`config.mk`:
```
export PLATFORM = sky130hd
export DESIGN_NAME = stp_tap
export DESIGN_NICKNAME = d
export VERILOG_FILES = /design/src/stp_tap.v /design/src/stp_sync.v
export VERILOG_INCLUDE_DIRS = /design/src /design/src/src
export SDC_FILE = /design/constraint.sdc
export NUM_CORES = 1
export LEC_CHECK = 0
export BUFFER_PORTS_ARGS = -buffer_cell sky130_fd_sc_hd__buf_2
export CAP_MARGIN = 0
export CELL_PAD_IN_SITES_DETAIL_PLACEMENT = 2
export CELL_PAD_IN_SITES_GLOBAL_PLACEMENT = 2
export CORE_MARGIN = 5
export CORE_UTILIZATION = 35
export DETAILED_ROUTE_END_ITERATION = 6
export GPL_ROUTABILITY_DRIVEN = 1
export GPL_TIMING_DRIVEN = 0
export MAX_ROUTING_LAYER = met4
export PLACE_DENSITY = 0.9
export RECOVER_POWER = 25
export REMOVE_ABC_BUFFERS = 1
export SYNTH_ARGS = -nofsm -noshare
export SYNTH_HDL_FRONTEND = slang
export SYNTH_SLANG_ARGS = --single-unit
```
`constraint.sdc`:
```
create_clock -name mclk -period 11.5 [get_ports mclk]
set_input_delay 2.875 -clock mclk [delete_from_list [all_inputs] [get_ports mclk]]
set_output_delay 2.875 -clock mclk [all_outputs]
set_load 0.005 [all_outputs]
```
`src/stp_consts.vh`:
```
// Constants for the SRAM test access port
`ifndef STP_CONSTS_VH
`define STP_CONSTS_VH

`define STP_IR_W        3
`define STP_ID_W        32
`define STP_BSR_W       75
`define STP_RST_TMS_CNT 5

`define STP_IR_SAMPLEZ  3'h0
`define STP_IR_IDCODE   3'h1
`define STP_IR_SAMPLE2  3'h2
`define STP_IR_SAMPLE   3'h4
`define STP_IR_BYPASS   3'h7

`define STP_IR_CAPTURE  2'h1

`define STP_TLR 4'hF
`define STP_RTI 4'hC
`define STP_SDS 4'h7
`define STP_CDR 4'h6
`define STP_SDR 4'h2
`define STP_E1D 4'h1
`define STP_PDR 4'h3
`define STP_E2D 4'h0
`define STP_UDR 4'h5
`define STP_SIS 4'h4
`define STP_CIR 4'hE
`define STP_SIR 4'hA
`define STP_E1I 4'h9
`define STP_PIR 4'hB
`define STP_E2I 4'h8
`define STP_UIR 4'hD

`endif

```
`src/stp_tap.v`:
```
// Test access port of a pipelined SRAM, sampled on mclk
// Function
// - Inputs taken on rising test-clock edge, output changes on falling edge.
// - Command input sampled on rising edge; undriven reads high.
// - Instruction picks which data register sits in serial path.
// - Serial input enters register MSB, shifting toward LSB.
// - Serial output shows selected register LSB, updated on falling edge.
// - Output driver enabled only in shift states, else high impedance.
// - Five rising edges with command high reset the controller.
// - Controller reset affects memory operation only by ending a SAMPLE-Z output float.
// - Power-up resets controller internally; output starts high impedance.
// - Only one register in the serial path at a time.
// - Instruction register three bits, loads only while in the path.
// - Reset state loads the IDCODE instruction.
// - Capture-IR loads binary 01 into two low bits.
// - One-bit bypass register gives minimal serial delay.
// - Bypass bit cleared low when BYPASS takes effect.
// - With test clock held low, controller stays in reset.
// - New instruction acts only after Update-IR.
// - IDCODE captures fixed 32-bit value, shifts it in Shift-DR.
// - All-zero instruction samples and forces memory outputs high impedance.
// - SAMPLE-Z puts boundary register in path, forces outputs high impedance.
`timescale 1ns/1ps
`default_nettype none
`include "stp_consts.vh"
module stp_tap #(
  parameter [3:0]  ID_REV   = 4'h0,
  parameter [4:0]  ID_DEPTH = 5'h07,
  parameter [4:0]  ID_WIDTH = 5'h04,
  parameter [5:0]  ID_DEV   = 6'h00,
  parameter [10:0] ID_MAKER = 11'h5A5, // Arbitrary value
  parameter        BSR_W    = `STP_BSR_W
) (
  input  wire             mclk,
  input  wire             rst,
  input  wire             tck,
  input  wire             tms,
  input  wire             tms_oe,
  input  wire             tdi,
  input  wire             tdi_oe,
  input  wire [BSR_W-1:0] ring_in,
  output reg              tdo,
  output reg              tdo_oe,
  output reg              mem_hiz,
  output wire [3:0]       tap_state
);
  wire tck_s;
  wire tms_s;
  wire tdi_s;
  reg  tck_d;
  reg  [3:0] state;
  reg  [3:0] next_state;
  reg  [`STP_IR_W-1:0] ir_sh;
  reg  [`STP_IR_W-1:0] ir;
  reg  byp;
  reg  [`STP_ID_W-1:0] idr;
  reg  [BSR_W-1:0] bsr;
  reg  [2:0] tms_hi_cnt;
  reg  next_tdo;
  wire tck_rise;
  wire tck_fall;
  wire tms_v;
  wire tdi_v;
  wire [`STP_ID_W-1:0] id_value;
  wire shift_dr;
  wire shift_ir;
  wire sel_id;
  wire sel_bsr;
  wire sel_byp;
  wire cap_dr;
  wire cap_ir;
  wire upd_ir;
  wire tms_fifth;
  wire to_tlr;
  reg  [2:0] next_cnt;
  reg  [`STP_IR_W-1:0] next_ir_sh;
  reg  [`STP_IR_W-1:0] next_ir;
  reg  next_byp;
  reg  [`STP_ID_W-1:0] next_idr;
  reg  [BSR_W-1:0] next_bsr;
  reg  next_tdo_oe;
  localparam [31:0] TMS_LAST = `STP_RST_TMS_CNT - 1;

  // Pull-ups on undriven pins
  assign tms_v = tms_oe ? tms : 1'b1;
  assign tdi_v = tdi_oe ? tdi : 1'b1;

  stp_sync u_tck (.mclk(mclk), .rst(rst), .din(tck), .dout(tck_s));
  stp_sync #(.RST_VAL(1'b1)) u_tms (.mclk(mclk), .rst(rst), .din(tms_v), .dout(tms_s));
  stp_sync #(.RST_VAL(1'b1)) u_tdi (.mclk(mclk), .rst(rst), .din(tdi_v), .dout(tdi_s));

  always @(posedge mclk or posedge rst) begin
    if (rst) begin
      tck_d <= 1'b0;
    end else begin
      tck_d <= tck_s;
    end
  end

  assign tck_rise = tck_s & ~tck_d;
  assign tck_fall = ~tck_s & tck_d;
  assign tap_state = state;

  assign id_value = {ID_REV, ID_DEPTH, ID_WIDTH, ID_DEV, ID_MAKER, 1'b1};
  assign shift_dr = (state == `STP_SDR);
  assign shift_ir = (state == `STP_SIR);
  assign sel_id   = (ir == `STP_IR_IDCODE);
  assign sel_bsr  = (ir == `STP_IR_SAMPLEZ) || (ir == `STP_IR_SAMPLE) || (ir == `STP_IR_SAMPLE2);
  assign sel_byp  = ~sel_id & ~sel_bsr;
  assign cap_dr   = (state == `STP_CDR);
  assign cap_ir   = (state == `STP_CIR);
  assign upd_ir   = (state == `STP_UIR);

  // Controller transitions
  always @* begin
    next_state = state;
    case (state)
      `STP_TLR: next_state = tms_s ? `STP_TLR : `STP_RTI;
      `STP_RTI: next_state = tms_s ? `STP_SDS : `STP_RTI;
      `STP_SDS: next_state = tms_s ? `STP_SIS : `STP_CDR;
      `STP_CDR: next_state = tms_s ? `STP_E1D : `STP_SDR;
      `STP_SDR: next_state = tms_s ? `STP_E1D : `STP_SDR;
      `STP_E1D: next_state = tms_s ? `STP_UDR : `STP_PDR;
      `STP_PDR: next_state = tms_s ? `STP_E2D : `STP_PDR;
      `STP_E2D: next_state = tms_s ? `STP_UDR : `STP_SDR;
      `STP_UDR: next_state = tms_s ? `STP_SDS : `STP_RTI;
      `STP_SIS: next_state = tms_s ? `STP_TLR : `STP_CIR;
      `STP_CIR: next_state = tms_s ? `STP_E1I : `STP_SIR;
      `STP_SIR: next_state = tms_s ? `STP_E1I : `STP_SIR;
      `STP_E1I: next_state = tms_s ? `STP_UIR : `STP_PIR;
      `STP_PIR: next_state = tms_s ? `STP_E2I : `STP_PIR;
      `STP_E2I: next_state = tms_s ? `STP_UIR : `STP_SIR;
      `STP_UIR: next_state = tms_s ? `STP_SDS : `STP_RTI;
      default:  next_state = `STP_TLR;
    endcase
  end

  // Fifth consecutive high command forces the reset state
  assign tms_fifth = tms_s && (tms_hi_cnt == TMS_LAST[2:0]);
  assign to_tlr    = tms_fifth || (next_state == `STP_TLR);

  // Consecutive rises with command high, saturating
  always @* begin
    if (!tms_s) begin
      next_cnt = 3'h0;
    end else if (tms_hi_cnt != TMS_LAST[2:0]) begin
      next_cnt = tms_hi_cnt + 3'h1;
    end else begin
      next_cnt = tms_hi_cnt;
    end
  end

  // Controller state on rising test clock
  always @(posedge mclk or posedge rst) begin
    if (rst) begin
      state      <= `STP_TLR;
      tms_hi_cnt <= 3'h0;
    end else if (tck_rise) begin
      if (tms_fifth) begin
        state <= `STP_TLR;
      end else begin
        state <= next_state;
      end
      tms_hi_cnt <= next_cnt;
    end
  end

  // Instruction shift stage: capture marker, then serial load
  always @* begin
    if (cap_ir) begin
      next_ir_sh = {ir_sh[`STP_IR_W-1:2], `STP_IR_CAPTURE};
    end else if (shift_ir) begin
      next_ir_sh = {tdi_s, ir_sh[`STP_IR_W-1:1]};
    end else begin
      next_ir_sh = ir_sh;
    end
  end

  // Active instruction: default on reset entry, new code at update
  always @* begin
    if (to_tlr) begin
      next_ir = `STP_IR_IDCODE;
    end else if (upd_ir) begin
      next_ir = ir_sh;
    end else begin
      next_ir = ir;
    end
  end

  // Instruction registers
  always @(posedge mclk or posedge rst) begin
    if (rst) begin
      ir_sh <= `STP_IR_IDCODE;
      ir    <= `STP_IR_IDCODE;
    end else if (tck_rise) begin
      ir_sh <= next_ir_sh;
      ir    <= next_ir;
    end
  end

  // Bypass bit
  always @* begin
    if (upd_ir && ir_sh == `STP_IR_BYPASS) begin
      next_byp = 1'b0;
    end else if (sel_byp && cap_dr) begin
      next_byp = 1'b0;
    end else if (sel_byp && shift_dr) begin
      next_byp = tdi_s;
    end else begin
      next_byp = byp;
    end
  end

  always @(posedge mclk or posedge rst) begin
    if (rst) begin
      byp <= 1'b0;
    end else if (tck_rise) begin
      byp <= next_byp;
    end
  end

  // Identification register
  always @* begin
    if (sel_id && cap_dr) begin
      next_idr = id_value;
    end else if (sel_id && shift_dr) begin
      next_idr = {tdi_s, idr[`STP_ID_W-1:1]};
    end else begin
      next_idr = idr;
    end
  end

  always @(posedge mclk or posedge rst) begin
    if (rst) begin
      idr <= {`STP_ID_W{1'b0}};
    end else if (tck_rise) begin
      idr <= next_idr;
    end
  end

  // Boundary ring register
  always @* begin
    if (sel_bsr && cap_dr) begin
      next_bsr = ring_in;
    end else if (sel_bsr && shift_dr) begin
      next_bsr = {tdi_s, bsr[BSR_W-1:1]};
    end else begin
      next_bsr = bsr;
    end
  end

  always @(posedge mclk or posedge rst) begin
    if (rst) begin
      bsr <= {BSR_W{1'b0}};
    end else if (tck_rise) begin
      bsr <= next_bsr;
    end
  end

  // One register's LSB picked for the serial output
  always @* begin
    if (shift_ir) begin
      next_tdo = ir_sh[0];
    end else if (sel_id) begin
      next_tdo = idr[0];
    end else if (sel_bsr) begin
      next_tdo = bsr[0];
    end else begin
      next_tdo = byp;
    end
  end

  // Driver enable only in the two shift states
  always @* begin
    if (shift_dr || shift_ir) begin
      next_tdo_oe = 1'b1;
    end else begin
      next_tdo_oe = 1'b0;
    end
  end

  // Output and driver enable change on falling test clock
  always @(posedge mclk or posedge rst) begin
    if (rst) begin
      tdo <= 1'b0;
    end else if (tck_fall) begin
      tdo <= next_tdo;
    end
  end

  always @(posedge mclk or posedge rst) begin
    if (rst) begin
      tdo_oe <= 1'b0;
    end else if (tck_fall) begin
      tdo_oe <= next_tdo_oe;
    end
  end

  // Memory output float request; no other link to the memory core
  always @(posedge mclk or posedge rst) begin
    if (rst) begin
      mem_hiz <= 1'b0;
    end else begin
      mem_hiz <= (ir == `STP_IR_SAMPLEZ);
    end
  end
endmodule
`default_nettype wire

```
`src/stp_sync.v`:
```
// Two-stage synchroniser for one level
`timescale 1ns/1ps
`default_nettype none
module stp_sync #(
  parameter [0:0] RST_VAL = 1'b0
) (
  input  wire mclk,
  input  wire rst,
  input  wire din,
  output reg  dout
);
  reg meta;
  always @(posedge mclk or posedge rst) begin
    if (rst) begin
      meta <= RST_VAL;
      dout <= RST_VAL;
    end else begin
      meta <= din;
      dout <= meta;
    end
  end
endmodule
`default_nettype wire

```
==> results of run 1 <==
-- per-stage QoR --
stage / cell area, sq um / util, % / total power, mW / cells
floorplan: 5659 / - / 1.150 / 546
global placement: 6375 / 38.58 / 1.269 / 854
detailed placement: 6524 / 39.48 / 1.329 / 860
CTS: 7138 / 43.20 / 1.921 / 892
global route: 7111 / 43.03 / 2.029 / 895
finish: 7113 / 43.05 / 1.883 / 896
-- final timing paths --
check	start	endpoint	slack [ps]	cells past startpoint
max	tap_state[2]$_DFFE_PP1P_	tap_state[2]	7110	1
min reg2reg	u_tms.meta$_DFF_PP1_	u_tms.dout$_DFF_PP1_	360	0
max reg2reg	tap_state[2]$_DFFE_PP1P_	idr[31]$_DFFE_PP0P_	7510	3
max in group asynchronous	rst	u_tms.meta$_DFF_PP1_	7570	3
min in group asynchronous	rst	bsr[10]$_DFFE_PP0P_	2830	2
min	u_tms.meta$_DFF_PP1_	u_tms.dout$_DFF_PP1_	360	0
-- final cells by class --
cell class / count / area (sq um) / area share (%)
antenna: 4 / 10.01 / 0.1407
multi-input combinational: 410 / 2357 / 33.14
timing repair buffer: 94 / 545.5 / 7.669
clock inverter: 9 / 126.4 / 1.777
clock buffer: 23 / 488.0 / 6.860
tap: 220 / 275.3 / 3.870
sequential: 131 / 3291 / 46.26
inverter: 5 / 20.02 / 0.2814
-- cells by family after synthesis --
kind of cell / count (synthesis) / share of synthesized area (%)
buf+inv: 46 / 4.106
simple gates: 189 / 13.72
mux: 77 / 13.15
flops: 131 / 55.95
fa+ha+maj: 2 / 0.4254
compound gates: 142 / 12.66
-- report_power, final --
group	leakage, nW	total (mW)	internal [mW]	switching, mW
logic	1.24	0.512	0.224	0.288
clock network	0.303	0.567	0.363	0.204
registers	1.60	0.804	0.661	0.143
total	3.14	1.88	1.25	0.635
-- state kept, by name (all words and copies together) (netlist names), 3 cells and up --
signal	flops
bsr	75
idr	32
ir	3
ir_sh	3
tap_state	4
tms_hi_cnt	3
-- cells in the final DEF, fill, tap and decap left out, types with 3 or more instances in the layout --
| cell type | count |
|---|---|
| diode_2 | 4 |
| clkinv_2 | 4 |
| dfstp_1 | 4 |
| a31oi_1 | 4 |
| mux2i_1 | 75 |
| nand2b_1 | 8 |
| o21ai_1 | 89 |
| buf_2 | 88 |
| nor2_1 | 18 |
| o21ai_0 | 30 |
| clkbuf_16 | 17 |
| dfstp_2 | 6 |
| nand2_1 | 141 |
| nand3_1 | 5 |
| nor3_1 | 3 |
| dfrtp_1 | 121 |
| clkbuf_8 | 4 |
| inv_1 | 4 |
| a21oi_1 | 10 |
| clkbuf_1 | 4 |
| bufinv_16 | 3 |
| buf_16 | 3 |
-- layer usage --
layer,GRT usage (%),up-vias,share of wire [%]
li1,-,2152,-
met1,21.16,2329,42
met2,31.73,80,53
met3,5.249,16,4.3
met4,3.417,0,0.88
met5,-,-,0
==> impl_metrics.env, run 1 <==
export IMPL_setup_viol=0
export IMPL_p_per_area_nw_per_um2=264.7
export IMPL_nNetsFinal=743
export IMPL_yosysSeqAreaShare_pct=55.95
export IMPL_rsz0062_at_grt="no"
export IMPL_post_route_drc_count=0
export IMPL_crit_slowest_cell="dfstp_1"
export IMPL_p_leak_nw=3.137
export IMPL_fp_dieW_microns=139.6
export IMPL_synthTopCellsByCount="nand2_1, dfrtp_1, o21ai_1, mux2i_1, nor2_1"
export IMPL_post_place_ws_ps=7732
export IMPL_syn_area_sq_um=5882
export IMPL_yosysMostFrequentCell="nand2_1"
export IMPL_vias_per_cell=5.108
export IMPL_ir_worst_vdd_v=0.0001154
export IMPL_fin_ws_ps=7108
export IMPL_cp_arrival_ps=1520
export IMPL_cts_tree="done"
export IMPL_critPathKind="reg2out"
export IMPL_synth_top_area_cell="dfrtp_1"
export IMPL_overflow=0
export IMPL_netlist_top_cells_area="dfrtp_1, mux2i_1, o21ai_1"
export IMPL_drtIter0Drc=188
export IMPL_max_slew_margin_pct=-73.50
export IMPL_dp_hpwl_mm=10.81
export IMPL_failed_checks="max-capacitance violations, max-slew violations"
export IMPL_grt_pass1_wl_mm=27.86
export IMPL_synth_top_area_share_pct=51.48
export IMPL_drt_first_pass_iters=5
export IMPL_avgRoutedWirePerCell_microns=18.34
export IMPL_antenna_found_initial=3
export IMPL_holdWs_ps=358.7
export IMPL_cts_made_buffers=17
export IMPL_status="finished, violations left"
export IMPL_synth_warnings=0
export IMPL_grt_pass1_vias=5313
export IMPL_dieArea_sq_um=19500
export IMPL_critPathLaunchType="flop"
export IMPL_clock_sinks=131
export IMPL_vias=4577
export IMPL_syn_inst=587
export IMPL_cp_num_buf_inv=1
export IMPL_root_buffer="clkbuf_16"
export IMPL_fin_skew_ps=13.51
export IMPL_start_util_pct=35.59
export IMPL_tns_ps=0
export IMPL_layout_min_cycle_time_ps=4392
export IMPL_clkLatencyLatePin_ps=420
export IMPL_drv_slew=78
export IMPL_synth_flop_cell="dfrtp_1"
export IMPL_area_growth_syn_to_layout_pct=20.93
export IMPL_path_cells="buf_2"
export IMPL_avgSynthCellArea_sq_um=10.02
export IMPL_max_freq_mhz=227.7
export IMPL_post_cts_resized=0
export IMPL_crit_path_max_incr_delay_ps=880
export IMPL_fin_crit_sh_pct=38.19
export IMPL_grt_max_degree=101
export IMPL_gp_congestion=0.7848
export IMPL_numPortBuffers=88
export IMPL_critPathMaxFanout=17
export IMPL_path_delay_family="flip-flops"
export IMPL_ys_types=39
export IMPL_required_ps=8630
export IMPL_synthArstFlopShare_pct=100.0
export IMPL_critPathCaptureType="primary output"
export IMPL_synth_edf_count=0
export IMPL_finalHoldViolations=0
export IMPL_ioPinCount=89
export IMPL_drt_wl_total_mm=16.44
export IMPL_postCtsHoldBufs=0
export IMPL_rows=47
export IMPL_min_path_type="reg2reg"
export IMPL_max_cap_violations=2
export IMPL_clockBufferDepth=2
export IMPL_htreeDepth=4
export IMPL_core_sq_um=16520
export IMPL_clk_pin_slew_ps=60
export IMPL_grt_usage_pct=18.19
export IMPL_cts_setup_buffers=0
export IMPL_ant_nets=0
export IMPL_worst_pin_slew_ps=2603
export IMPL_dieHeight_microns=139.6
export IMPL_synth_seq_cells=131
export IMPL_drive_above_1_share_pct=19.49
export IMPL_fillers=1731
(Power assumes the default switching activity.)
==> run 2: changes to the inputs <==
==> constraint.sdc (replaced) <==
create_clock -name mclk -period 4.3 [get_ports mclk]
set_input_delay 1.075 -clock mclk [delete_from_list [all_inputs] [get_ports mclk]]
set_output_delay 1.075 -clock mclk [all_outputs]
set_load 0.005 [all_outputs]
==> run 2 against run 1 <==
The flow now finishes without violations. Die area did not move. Final area rose by 0.16%. Register-to-register slack got worse by 6100 ps. Core utilization rose by 0.068 points. Non-clock buffer count did not move. Sequential power rose to 2.7 times the previous value. Cell count did not move. First-iteration DRC count rose by 8.5%. Largest cell class unchanged.
==> impl_metrics.env, run 2 (same netlist as run 1, synthesis figures left out) <==
export IMPL_status="finished, final reports clean"
export IMPL_avgRoutedWirePerCell_microns=18.35
export IMPL_fin_skew_ps=11.78
export IMPL_max_slew_margin_pct=2.213
export IMPL_dieArea_sq_um=19500
export IMPL_dieHeight_microns=139.6
export IMPL_nNetsFinal=743
export IMPL_rows=47
export IMPL_drtIter0Drc=204
export IMPL_drt_first_pass_iters=4
export IMPL_ant_nets=0
export IMPL_ff2ff_setup_slack_ps=1420
export IMPL_cts_tree="done"
export IMPL_cp_arrival_ps=3370
export IMPL_grt_max_degree=101
export IMPL_grt_pass1_wl_mm=27.86
export IMPL_required_ps=4580
export IMPL_largest_register_ffs=75
export IMPL_critPathLaunchType="primary input"
export IMPL_p_per_area_nw_per_um2=708.3
export IMPL_min_path_type="reg2reg"
export IMPL_p_leak_nw=3.138
export IMPL_setup_viol=0
export IMPL_core_sq_um=16520
export IMPL_max_freq_mhz=324.0
export IMPL_dp_hpwl_mm=10.81
export IMPL_vias=4556
export IMPL_vias_per_cell=5.085
export IMPL_antenna_found_initial=3
export IMPL_finish_utilization_pct=43.11
export IMPL_drive_above_1_share_pct=20.39
export IMPL_post_route_drc_count=0
export IMPL_clockBufferDepth=2
export IMPL_post_cts_resized=0
export IMPL_overflow=0
export IMPL_regMostFlops="bsr"
export IMPL_root_buffer="clkbuf_16"
export IMPL_cts_setup_buffers=0
export IMPL_area_growth_syn_to_layout_pct=21.12
export IMPL_clk_pin_slew_ps=60
export IMPL_place_inst=860
export IMPL_rsz0062_at_grt="no"
export IMPL_clock_sinks=131
export IMPL_cts_made_buffers=17
export IMPL_worst_pin_slew_ps=1459
export IMPL_grt_usage_pct=18.19
export IMPL_ir_worst_vdd_v=0.0003107
export IMPL_gp_congestion=0.7848
export IMPL_drt_wl_total_mm=16.45
export IMPL_layout_min_cycle_time_ps=3087
export IMPL_fin_crit_sh_pct=71.78
export IMPL_finalHoldViolations=0
export IMPL_ioPinCount=89
export IMPL_final_common_cell="nand2_1"
export IMPL_fp_dieW_microns=139.6
export IMPL_critPathCaptureType="asynchronous set/reset pin"
export IMPL_critPathKind="in2async"
export IMPL_layoutNonFillerInstCount=896
export IMPL_numPortBuffers=88
export IMPL_grt_pass1_vias=5313
export IMPL_start_util_pct=35.59
export IMPL_clkLatencyLatePin_ps=420
export IMPL_postCtsHoldBufs=0
export IMPL_critPathMaxFanout=100
export IMPL_final_cell_mix="nand2_1, dfrtp_1, o21ai_1"
export IMPL_htreeDepth=4
export IMPL_drv_slew=0
export IMPL_max_cap_violations=0
run 2: power breakdown:
part	switching, mW	internal [mW]	total, mW
logic	0.779	0.596	1.37
registers	0.383	1.77	2.15
clock network	0.549	0.971	1.52
total	1.71	3.34	5.05
run 2: area by class of cell:
type | instances | area [sq um]
Timing Repair Buffer | 94 | 548.0
Sequential cell | 131 | 3291
Inverter | 5 | 20.02
Clock buffer | 23 | 488.0
Multi-Input combinational cell | 410 | 2366
Antenna cell | 4 | 10.01
Clock inverter | 9 | 126.4
Tap cell | 220 | 275.3
Fill cell | 1727 | 9400
run 2: final timing paths:
kind,endpoint,startpoint,cells after the start
max,bsr[28]$_DFFE_PP0P_,rst,3
min,u_tms.dout$_DFF_PP1_,u_tms.meta$_DFF_PP1_,0
max reg2reg,bsr[5]$_DFFE_PP0P_,u_tck.dout$_DFF_PP0_,5
min reg2reg,u_tms.dout$_DFF_PP1_,u_tms.meta$_DFF_PP1_,0
max in group mclk,bsr[5]$_DFFE_PP0P_,u_tck.dout$_DFF_PP0_,5
min in group asynchronous,bsr[10]$_DFFE_PP0P_,rst,2
run 2: per-stage QoR:
stage / hold WS, ps / area, sq um / worst slack (ps) / power, mW / TNS (ps)
6_report: 356.7 / 7124 / 1213 / 5.047 / 0
5_1_grt: 363.6 / 7122 / 706.9 / 5.431 / 0
4_1_cts: 360.9 / 7138 / 1437 / 5.138 / 0
3_5_place_dp: 351.6 / 6524 / 1439 / 3.556 / 0
3_3_place_gp: 338.7 / 6375 / -1858 / 3.394 / -336960
2_1_floorplan: 331.2 / 5659 / -256.1 / 3.076 / -30990
run 2: per-layer routing:
metal	global-route usage, %	part of all wire, %	vias up
met4	3.417	0.92	0
met1	21.16	42	2310
met2	31.73	53	77
li1	-	-	2153
met3	5.249	4.5	16
met5	-	0	-
run 2: critical path, cell delays in order:
cell,delay (ps)
buf_2,100
clkinvlp_2,830
clkbuf_4,1240
